File: src/rtl/hw_port_pkg.sv
package hw_port_pkg;

   // Data widths of the host lanes and of internal storage
   localparam int HALF_W = 16;
   localparam int WORD_W = 32;
   // Host address pins A[7:1]: bit 0 of the field is the halfword select pin
   localparam int PA_W = 7;
   localparam int DW_W = PA_W - 1;
   localparam int HSEL_POS = 0;
   // Order setting value that selects the swapped mapping
   localparam logic [WORD_W-1:0] SWAP_ALL_ONES = 32'hffffffff;
   // Values after reset
   localparam logic [WORD_W-1:0] WORD_RST = 32'h00000000;
   localparam logic [HALF_W-1:0] HALF_RST = 16'h0000;
   localparam logic [DW_W-1:0] DW_RST = 6'h00;

   // Host pins as one carrier, so they pass the synchroniser together
   typedef struct packed {
      logic cs_n;
      logic rd_n;
      logic wr_n;
      logic [PA_W-1:0] addr;
      logic [HALF_W-1:0] data;
   } host_pins_t;

   typedef enum logic {
      W_IDLE = 1'b0,
      W_HALF = 1'b1
   } wr_state_t;

   typedef enum logic [1:0] {
      RD_IDLE = 2'b00,
      RD_FETCH = 2'b01,
      RD_HOLD = 2'b10
   } rd_state_t;

   // Internal half (0 low, 1 high) that a host access reaches
   function automatic logic half_of(input logic hsel, input logic [WORD_W-1:0] cfg);
      half_of = hsel ^ (cfg == SWAP_ALL_ONES);
   endfunction : half_of

   // Halfword of a word picked by internal half
   function automatic logic [HALF_W-1:0] pick_half(input logic [WORD_W-1:0] w, input logic hi);
      pick_half = hi ? w[WORD_W-1:HALF_W] : w[HALF_W-1:0];
   endfunction : pick_half

endpackage : hw_port_pkg

File: src/rtl/pin_sync.sv
module pin_sync import hw_port_pkg::*; #(
   parameter int W = 1
) (
   input wire logic mclk,
   input wire logic arst_n,
   input wire logic [W-1:0] pin,
   output logic [W-1:0] value
);

   logic [W-1:0] s1_q, s1_d;
   logic [W-1:0] s2_q, s2_d;
   logic [W-1:0] s3_q, s3_d;
   logic [W-1:0] val_q, val_d;

   // A bit changes only once stages two and three agree
   always_comb begin
      s1_d = pin;
      s2_d = s1_q;
      s3_d = s2_q;
      for (int i = 0; i < W; i++) begin
         val_d[i] = (s2_q[i] == s3_q[i]) ? s3_q[i] : val_q[i];
      end
   end

   // Idle pins are high; all ones keeps strobes inactive out of reset
   always_ff @(posedge mclk or negedge arst_n) begin
      if (!arst_n) begin
         s1_q <= '1;
         s2_q <= '1;
         s3_q <= '1;
         val_q <= '1;
      end else begin
         s1_q <= s1_d;
         s2_q <= s2_d;
         s3_q <= s3_d;
         val_q <= val_d;
      end
   end

   assign value = val_q;

endmodule : pin_sync

File: src/rtl/halfword_host_port.sv
// What this block does
// - Write halves accepted in either order
// - Repeat write to same half discards doubleword
// - Same-half reread invalid, pairing restarts afterwards
// - Order setting maps lanes for registers, FIFOs
// - Default order: select low picks bytes 1:0
// - All-ones order: select low picks bytes 3:2
// - Network side always low halfword first
// - Internal storage is 32-bit words
module halfword_host_port import hw_port_pkg::*; (
   input wire logic mclk,
   input wire logic arst_n,
   input wire logic host_cs_n,
   input wire logic host_rd_n,
   input wire logic host_wr_n,
   input wire logic [PA_W-1:0] host_addr,
   input wire logic [HALF_W-1:0] host_data_in,
   output logic [HALF_W-1:0] host_data_out,
   output logic host_data_oe,
   input wire logic [WORD_W-1:0] word_swap_cfg,
   output logic [DW_W-1:0] int_addr,
   output logic int_wr,
   output logic [WORD_W-1:0] int_wdata,
   output logic int_rd,
   input wire logic [WORD_W-1:0] int_rdata,
   input wire logic tx_word_valid,
   input wire logic [WORD_W-1:0] tx_word,
   output logic tx_pop,
   output logic net_tx_valid,
   output logic [HALF_W-1:0] net_tx_half,
   input wire logic net_tx_ready,
   input wire logic net_rx_valid,
   input wire logic [HALF_W-1:0] net_rx_half,
   output logic rx_word_valid,
   output logic [WORD_W-1:0] rx_word
);

   ////////////////////////////////////////////////////////////////////////////////
   // Pin synchronisation and strobe edges

   host_pins_t raw_pins;
   host_pins_t pins;
   logic wr_act, rd_act;
   logic wr_prev_q, rd_prev_q;
   logic wr_take, rd_take;
   logic [DW_W-1:0] pin_dw;
   logic pin_half;

   assign raw_pins = '{cs_n: host_cs_n, rd_n: host_rd_n, wr_n: host_wr_n,
                       addr: host_addr, data: host_data_in};

   pin_sync #(.W($bits(host_pins_t))) u_sync (
      .mclk(mclk),
      .arst_n(arst_n),
      .pin(raw_pins),
      .value(pins)
   );

   // A strobe is taken on its synchronised leading edge
   assign wr_act = !pins.cs_n && !pins.wr_n;
   assign rd_act = !pins.cs_n && !pins.rd_n;
   assign wr_take = wr_act && !wr_prev_q;
   assign rd_take = rd_act && !rd_prev_q;
   assign pin_dw = pins.addr[PA_W-1:1];
   assign pin_half = half_of(pins.addr[HSEL_POS], word_swap_cfg);

   ////////////////////////////////////////////////////////////////////////////////
   // Host write and read pairing

   wr_state_t wst_q, wst_d;
   rd_state_t rst_q, rst_d;
   logic wr_hi_q, wr_hi_d;
   logic [DW_W-1:0] wr_dw_q, wr_dw_d;
   logic [HALF_W-1:0] wr_stage_q, wr_stage_d;
   logic rd_hi_q, rd_hi_d;
   logic [DW_W-1:0] rd_dw_q, rd_dw_d;
   logic [WORD_W-1:0] rd_word_q, rd_word_d;
   logic [DW_W-1:0] int_addr_q, int_addr_d;
   logic int_wr_q, int_wr_d;
   logic [WORD_W-1:0] int_wdata_q, int_wdata_d;
   logic int_rd_q, int_rd_d;
   logic [HALF_W-1:0] dout_q, dout_d;
   logic oe_q, oe_d;

   always_comb begin
      wst_d = wst_q;
      rst_d = rst_q;
      wr_hi_d = wr_hi_q;
      wr_dw_d = wr_dw_q;
      wr_stage_d = wr_stage_q;
      rd_hi_d = rd_hi_q;
      rd_dw_d = rd_dw_q;
      rd_word_d = rd_word_q;
      int_addr_d = int_addr_q;
      int_wr_d = 1'b0;
      int_wdata_d = int_wdata_q;
      int_rd_d = 1'b0;
      dout_d = dout_q;
      oe_d = rd_act;
      // stage first half, one word write on the second
      case (wst_q)
         W_IDLE: begin
            if (wr_take) begin
               wst_d = W_HALF;
               wr_hi_d = pin_half;
               wr_dw_d = pin_dw;
               wr_stage_d = pins.data;
            end
         end
         W_HALF: begin
            if (wr_take) begin
               // other half in either order completes the word
               if (pin_dw == wr_dw_q && pin_half != wr_hi_q) begin
                  wst_d = W_IDLE;
                  int_wr_d = 1'b1;
                  int_addr_d = pin_dw;
                  int_wdata_d = pin_half ? {pins.data, wr_stage_q} : {wr_stage_q, pins.data};
               end else if (pin_dw == wr_dw_q) begin
                  // same half again, whole doubleword dropped
                  wst_d = W_IDLE;
               end else begin
                  // Host broke the aligned pair; start over from this half
                  wr_hi_d = pin_half;
                  wr_dw_d = pin_dw;
                  wr_stage_d = pins.data;
               end
            end
         end
         default: wst_d = W_IDLE;
      endcase
      // one 32-bit internal read serves both host halves
      case (rst_q)
         RD_IDLE: begin
            if (rd_take) begin
               rst_d = RD_FETCH;
               int_rd_d = 1'b1;
               int_addr_d = pin_dw;
               rd_hi_d = pin_half;
               rd_dw_d = pin_dw;
            end
         end
         RD_FETCH: begin
            // Read data is taken in the same cycle as the internal read pulse
            rst_d = RD_HOLD;
            rd_word_d = int_rdata;
            dout_d = pick_half(int_rdata, rd_hi_q);
         end
         RD_HOLD: begin
            if (rd_take) begin
               if (rd_dw_q == pin_dw && rd_hi_q != pin_half) begin
                  rst_d = RD_IDLE;
                  dout_d = pick_half(rd_word_q, pin_half);
               end else if (rd_dw_q == pin_dw) begin
                  // stale data returned, next read starts a fresh pair
                  rst_d = RD_IDLE;
               end else begin
                  // A new doubleword replaces the unfinished pair
                  rst_d = RD_FETCH;
                  int_rd_d = 1'b1;
                  int_addr_d = pin_dw;
                  rd_hi_d = pin_half;
                  rd_dw_d = pin_dw;
               end
            end
         end
         default: rst_d = RD_IDLE;
      endcase
   end

   always_ff @(posedge mclk or negedge arst_n) begin
      if (!arst_n) begin
         wr_prev_q <= 1'b0;
         rd_prev_q <= 1'b0;
         wst_q <= W_IDLE;
         rst_q <= RD_IDLE;
         wr_hi_q <= 1'b0;
         wr_dw_q <= DW_RST;
         wr_stage_q <= HALF_RST;
         rd_hi_q <= 1'b0;
         rd_dw_q <= DW_RST;
         rd_word_q <= WORD_RST;
         int_addr_q <= DW_RST;
         int_wr_q <= 1'b0;
         int_wdata_q <= WORD_RST;
         int_rd_q <= 1'b0;
         dout_q <= HALF_RST;
         oe_q <= 1'b0;
      end else begin
         wr_prev_q <= wr_act;
         rd_prev_q <= rd_act;
         wst_q <= wst_d;
         rst_q <= rst_d;
         wr_hi_q <= wr_hi_d;
         wr_dw_q <= wr_dw_d;
         wr_stage_q <= wr_stage_d;
         rd_hi_q <= rd_hi_d;
         rd_dw_q <= rd_dw_d;
         rd_word_q <= rd_word_d;
         int_addr_q <= int_addr_d;
         int_wr_q <= int_wr_d;
         int_wdata_q <= int_wdata_d;
         int_rd_q <= int_rd_d;
         dout_q <= dout_d;
         oe_q <= oe_d;
      end
   end

   assign int_addr = int_addr_q;
   assign int_wr = int_wr_q;
   assign int_wdata = int_wdata_q;
   assign int_rd = int_rd_q;
   assign host_data_out = dout_q;
   assign host_data_oe = oe_q;

   ////////////////////////////////////////////////////////////////////////////////
   // Network halfword order, independent of the host order setting

   logic tx_busy_q, tx_busy_d;
   logic tx_ph_q, tx_ph_d;
   logic [WORD_W-1:0] tx_w_q, tx_w_d;
   logic tx_pop_q, tx_pop_d;
   logic [HALF_W-1:0] tx_half_q, tx_half_d;
   logic rx_ph_q, rx_ph_d;
   logic [HALF_W-1:0] rx_lo_q, rx_lo_d;
   logic rx_vld_q, rx_vld_d;
   logic [WORD_W-1:0] rx_word_q, rx_word_d;

   always_comb begin
      tx_busy_d = tx_busy_q;
      tx_ph_d = tx_ph_q;
      tx_w_d = tx_w_q;
      tx_pop_d = 1'b0;
      tx_half_d = tx_half_q;
      rx_ph_d = rx_ph_q;
      rx_lo_d = rx_lo_q;
      rx_vld_d = 1'b0;
      rx_word_d = rx_word_q;
      // low half leaves first; word popped with the first half
      if (!tx_busy_q && tx_word_valid) begin
         tx_busy_d = 1'b1;
         tx_ph_d = 1'b0;
         tx_w_d = tx_word;
         tx_pop_d = 1'b1;
         tx_half_d = tx_word[HALF_W-1:0];
      end else if (tx_busy_q && net_tx_ready) begin
         tx_ph_d = 1'b1;
         tx_half_d = tx_w_q[WORD_W-1:HALF_W];
         tx_busy_d = !tx_ph_q;
      end
      // first received half fills the low half
      if (net_rx_valid) begin
         rx_ph_d = !rx_ph_q;
         if (!rx_ph_q) begin
            rx_lo_d = net_rx_half;
         end else begin
            rx_vld_d = 1'b1;
            rx_word_d = {net_rx_half, rx_lo_q};
         end
      end
   end

   always_ff @(posedge mclk or negedge arst_n) begin
      if (!arst_n) begin
         tx_busy_q <= 1'b0;
         tx_ph_q <= 1'b0;
         tx_w_q <= WORD_RST;
         tx_pop_q <= 1'b0;
         tx_half_q <= HALF_RST;
         rx_ph_q <= 1'b0;
         rx_lo_q <= HALF_RST;
         rx_vld_q <= 1'b0;
         rx_word_q <= WORD_RST;
      end else begin
         tx_busy_q <= tx_busy_d;
         tx_ph_q <= tx_ph_d;
         tx_w_q <= tx_w_d;
         tx_pop_q <= tx_pop_d;
         tx_half_q <= tx_half_d;
         rx_ph_q <= rx_ph_d;
         rx_lo_q <= rx_lo_d;
         rx_vld_q <= rx_vld_d;
         rx_word_q <= rx_word_d;
      end
   end

   assign tx_pop = tx_pop_q;
   assign net_tx_valid = tx_busy_q;
   assign net_tx_half = tx_half_q;
   assign rx_word_valid = rx_vld_q;
   assign rx_word = rx_word_q;
endmodule : halfword_host_port

File: config.mk
export PLATFORM = sky130hd
export DESIGN_NAME = halfword_host_port
export DESIGN_NICKNAME = d
export VERILOG_FILES = /design/src/rtl/hw_port_pkg.sv /design/src/rtl/pin_sync.sv /design/src/rtl/halfword_host_port.sv
export SDC_FILE = /design/constraint.sdc
export NUM_CORES = 1
export LEC_CHECK = 0
export ABC_AREA = 0
export BUFFER_PORTS_ARGS = -buffer_cell sky130_fd_sc_hd__buf_2
export CAP_MARGIN = 30
export CORE_MARGIN = 1
export CORE_UTILIZATION = 50
export CTS_CLUSTER_DIAMETER = 150
export DETAILED_ROUTE_END_ITERATION = 16
export GPL_ROUTABILITY_DRIVEN = 0
export PLACE_DENSITY = 0.75
export SYNTH_ARGS = -nofsm -noshare
export SYNTH_HDL_FRONTEND = slang
export SYNTH_SLANG_ARGS = --single-unit
File: constraint.sdc
create_clock -name mclk -period 2.86 [get_ports mclk]
set_input_delay 0.429 -clock mclk [delete_from_list [all_inputs] [get_ports mclk]]
set_output_delay 0.429 -clock mclk [all_outputs]
set_load 0.02 [all_outputs]
==> impl_metrics.sql <==
INSERT INTO impl_metrics (metric_group, metric, value, unit) VALUES
('logic_synthesis', 'synth_largest_type_area_fraction', '42.2', '%'),
('routing', 'met3WireLength', '1.92', 'mm'),
('sta', 'maxClockFrequency', '437', 'MHz'),
('sta', 'rsz_0062_raised_after_global_routing', 'no', ''),
('cts', 'cts_max_level', '2', ''),
('cts', 'post-cts-setup-buffer-count', '0', ''),
('power_and_ir_drop', 'total_leakage_power', '6.93', 'nW'),
('global_routing', 'grt_max_degree', '85', ''),
('die', 'chipWidth', '159', 'um'),
('outcome', 'run_status', 'complete, no violations', ''),
('routing', 'drc', '0', ''),
('routing', 'drtIter0Drc', '448', ''),
('logic_synthesis', 'synth-edff-count', '0', ''),
('final_layout', 'num-fill-cells', '1857', ''),
('worst_setup_path', 'sort_of_element_at_the_end_of_the_critical_path', 'flip-flop', ''),
('logic_synthesis', 'synthArstFlopShare', '100', '%'),
('sta', 'worst_hold_slack', '0.0244', 'ns'),
('logic_synthesis', 'ys_warn_count', '0', ''),
('sta', 'post-route-period-util', '80.1', '%'),
('final_layout', 'areaGrowthSynthToFinish', '24.6', '%'),
('run', 'max_cap_viol_count', '0', ''),
('sta', 'worst_slew_margin_rel', '57.3', '%'),
('die', 'io_pins', '251', ''),
('routing', 'detailedRoute.firstPassIterationCount', '4', ''),
('logic_synthesis', 'synth.avg_cell_area', '13.9', 'um2'),
('routing', 'ant_nets', '0', ''),
('min_path', 'worstHoldPathType', 'in2reg', ''),
('worst_setup_path', 'critical_path.max_fanout', '6', ''),
('logic_synthesis', 'dominantRegCellSynth', 'sky130_fd_sc_hd__dfrtp_1', ''),
('worst_setup_path', 'critical_path.startpoint_type', 'flip-flop', ''),
('worst_setup_path', 'crit_arrival', '2.67', 'ns'),
('sta', 'worst-slew-pin-transition', '0.641', 'ns'),
('routing', 'avgRoutedWirePerCell', '16.6', 'um'),
('cts', 'clk_pin_slew', '0.06', 'ns'),
('final_layout', 'combined_area_of_the_multi_input_logic_cells', '4230', 'um2'),
('logic_synthesis', 'synthDominantAreaCellType', 'sky130_fd_sc_hd__dfrtp_1', ''),
('final_layout', 'layout.cells.most_common', 'sky130_fd_sc_hd__buf_2', ''),
('worst_setup_path', 'r2r_slack', '0.57', 'ns'),
('die', 'core_ar', '24200', 'um2'),
('logic_synthesis', 'flip_flop_and_latch_count_after_synthesis', '312', ''),
('sta', 'final_max_slew_viol_count', '0', ''),
('cts', 'cts_tree', 'done', ''),
('global_routing', 'grt_first_pass_wirelength', '42.0', 'mm'),
('power_and_ir_drop', 'power-per-cell-area', '993', 'nW/um2'),
('global_routing', 'grt_overflow', '0', ''),
('cts', 'cts-root-buf', 'sky130_fd_sc_hd__clkbuf_16', ''),
('die', 'die_h', '159', 'um'),
('worst_setup_path', 'crit_type', 'reg2reg', ''),
('routing', 'met2RoutedLength', '12.2', 'mm'),
('sta', 'setup_viol', '0', ''),
('logic_synthesis', 'synth.net_count', '1029', ''),
('routing', 'viasPerCell', '5.24', ''),
('final_layout', 'post_route_cells_drive_above_1_share', '48.6', '%'),
('cts', 'cts.sink_count', '312', ''),
('global_routing', 'groute.usage.overall', '20.4', '%'),
('final_layout', 'count_of_nets_after_finishing', '1301', ''),
('final_layout', 'final-seq-area', '7940', 'um2'),
('sta', 'hold_viol_final', '0', ''),
('global_routing', 'first_global_vias', '8206', ''),
('cts', 'ctsLongestPathBuffers', '3', ''),
('global_routing', 'grt_antenna_before_repair', '0', ''),
('place', 'place.port_buffers', '250', ''),
('final_layout', 'final_cell_mix', 'sky130_fd_sc_hd__buf_2 (249), sky130_fd_sc_hd__dfrtp_1 (208), sky130_fd_sc_hd__mux2_2 (124), sky130_fd_sc_hd__dfstp_2 (104), sky130_fd_sc_hd__nand2_1 (68)', ''),
('sta', 'layout_min_cycle_time', '2.29', 'ns'),
('routing', 'vias', '7911', ''),
('logic_synthesis', 'synth_top_cells_by_area', 'sky130_fd_sc_hd__dfrtp_1 (42%), sky130_fd_sc_hd__dfstp_2 (22%), sky130_fd_sc_hd__mux2_2 (11%), sky130_fd_sc_hd__mux2i_1 (5.2%), sky130_fd_sc_hd__maj3_1 (2.1%)', ''),
('final_layout', 'final_cells', '1509', ''),
('place', 'post-dp-hpwl', '16.4', 'mm'),
('cts', 'numCtsBuffers', '36', ''),
('place', 'dpl.cell_count', '1435', ''),
('sta', 'fin_tns_setup', '0', 'ns');
-- critical path, cell delays in order (launching register included) --
cell	delay (ns)
sky130_fd_sc_hd__dfstp_2	0.60
sky130_fd_sc_hd__xnor2_1	0.17
sky130_fd_sc_hd__nand4_1	0.21
sky130_fd_sc_hd__or4_1	0.47
sky130_fd_sc_hd__a21oi_1	0.23
sky130_fd_sc_hd__nor2_2	0.14
sky130_fd_sc_hd__mux2_1	0.34
-- final cells by class --
class | instances | share of cell area [%]
flip-flops and latches | 312 | 51.6
multi-input cells | 518 | 27.5
repair buffers | 287 | 10.6
clock buffers | 52 | 6.84
well taps | 324 | 2.63
clock inverters | 13 | 0.724
inverters | 3 | 0.0732
-- kinds of logic (layout without fill, tap and decap cells) --
family	Yosys count	count (layout)	synth area share (%)
flip-flops	312	312	64.3
multiplexers	210	210	18.5
AND/OR/NAND/NOR	139	139	5.62
AO/OA/AOI/OAI	127	127	6.49
buffers and inverters	56	355	1.84
adder cells (fa/ha/maj)	26	26	2.11
XOR/XNOR	16	16	1.14
-- cells in the mapped netlist (2+ instances only) --
cell,number
sky130_fd_sc_hd__dfstp_2,104
sky130_fd_sc_hd__buf_2,8
sky130_fd_sc_hd__o41ai_1,16
sky130_fd_sc_hd__xor2_1,8
sky130_fd_sc_hd__nor2b_1,6
sky130_fd_sc_hd__mux2i_1,64
sky130_fd_sc_hd__nand3_1,16
sky130_fd_sc_hd__nand2b_1,2
sky130_fd_sc_hd__inv_1,2
sky130_fd_sc_hd__and2_1,2
sky130_fd_sc_hd__o21ai_0,34
sky130_fd_sc_hd__dfrtp_1,208
sky130_fd_sc_hd__a21oi_1,19
sky130_fd_sc_hd__buf_1,12
sky130_fd_sc_hd__nor4_1,18
sky130_fd_sc_hd__or4_1,3
sky130_fd_sc_hd__mux2_2,124
sky130_fd_sc_hd__maj3_1,26
sky130_fd_sc_hd__nand4_1,9
sky130_fd_sc_hd__xnor2_1,8
sky130_fd_sc_hd__nor4_2,2
sky130_fd_sc_hd__nand2_1,68
sky130_fd_sc_hd__a31oi_1,3
sky130_fd_sc_hd__a31o_1,16
sky130_fd_sc_hd__nor2_1,8
sky130_fd_sc_hd__o21ai_1,33
sky130_fd_sc_hd__mux2_1,22
sky130_fd_sc_hd__clkbuf_1,32
-- per-layer routing --
layer,vias to the layer above,GRT usage (%)
li1,3729,-
met1,3901,26.9
met2,249,33.6
met3,32,5.63
met4,0,4.85
met5,-,0
-- where the power goes --
part           switching [mW]  internal [mW]
combinational            2.22           1.95
sequential              0.839           5.84
clock                    1.76           2.67
-- sequential cells by signal, indices dropped and copies added (netlist names), 16 cells and up --
name	count
int_wdata	32
net_tx_half	16
u_sync.value	26
u_sync.s3_q	26
wr_stage_q	16
rx_word	32
u_sync.s1_q	26
tx_w_q	16
host_data_out	16
u_sync.s2_q	26
rx_lo_q	16
rd_word_q	32
-- path summary, 6_finish.rpt --
| check | start | endpoint | cells after the start |
|---|---|---|---|
| max in group asynchronous | arst_n | u_sync.s1_q[5]$_DFF_PN1_ | 3 |
| hold reg to reg | u_sync.s1_q[12]$_DFF_PN1_ | u_sync.s2_q[12]$_DFF_PN1_ | 0 |
| setup / recovery | u_sync.value[19]$_DFFE_PN1N_ | int_addr[0]$_DFF_PN0_ | 6 |
| hold / removal | host_data_in[11] | u_sync.s1_q[11]$_DFF_PN1_ | 1 |
| min in group asynchronous | arst_n | int_addr[3]$_DFF_PN0_ | 2 |
| setup reg to reg | u_sync.value[19]$_DFFE_PN1N_ | int_addr[0]$_DFF_PN0_ | 6 |
-- per-stage QoR --
stage               worst slack [ns]  cell area (um2)  total power, mW  utilization [%]
CTS                            0.572            15400             15.5             63.5
detailed placement             0.120            14100             10.9             58.3
global route                   0.484            15400             16.2             63.5
global placement               0.250            14100             10.7             58.3
floorplan                      0.292            12300             9.44                -
finish                         0.570            15400             15.3             63.5
-- what timing repair did --
item                                   in CTS  in global routing
gates resized for setup                     0                  0
endpoints found under the hold margin      53                  0
hold buffers                                9                  0
Note: power is estimated with default switching activity, not from simulation.
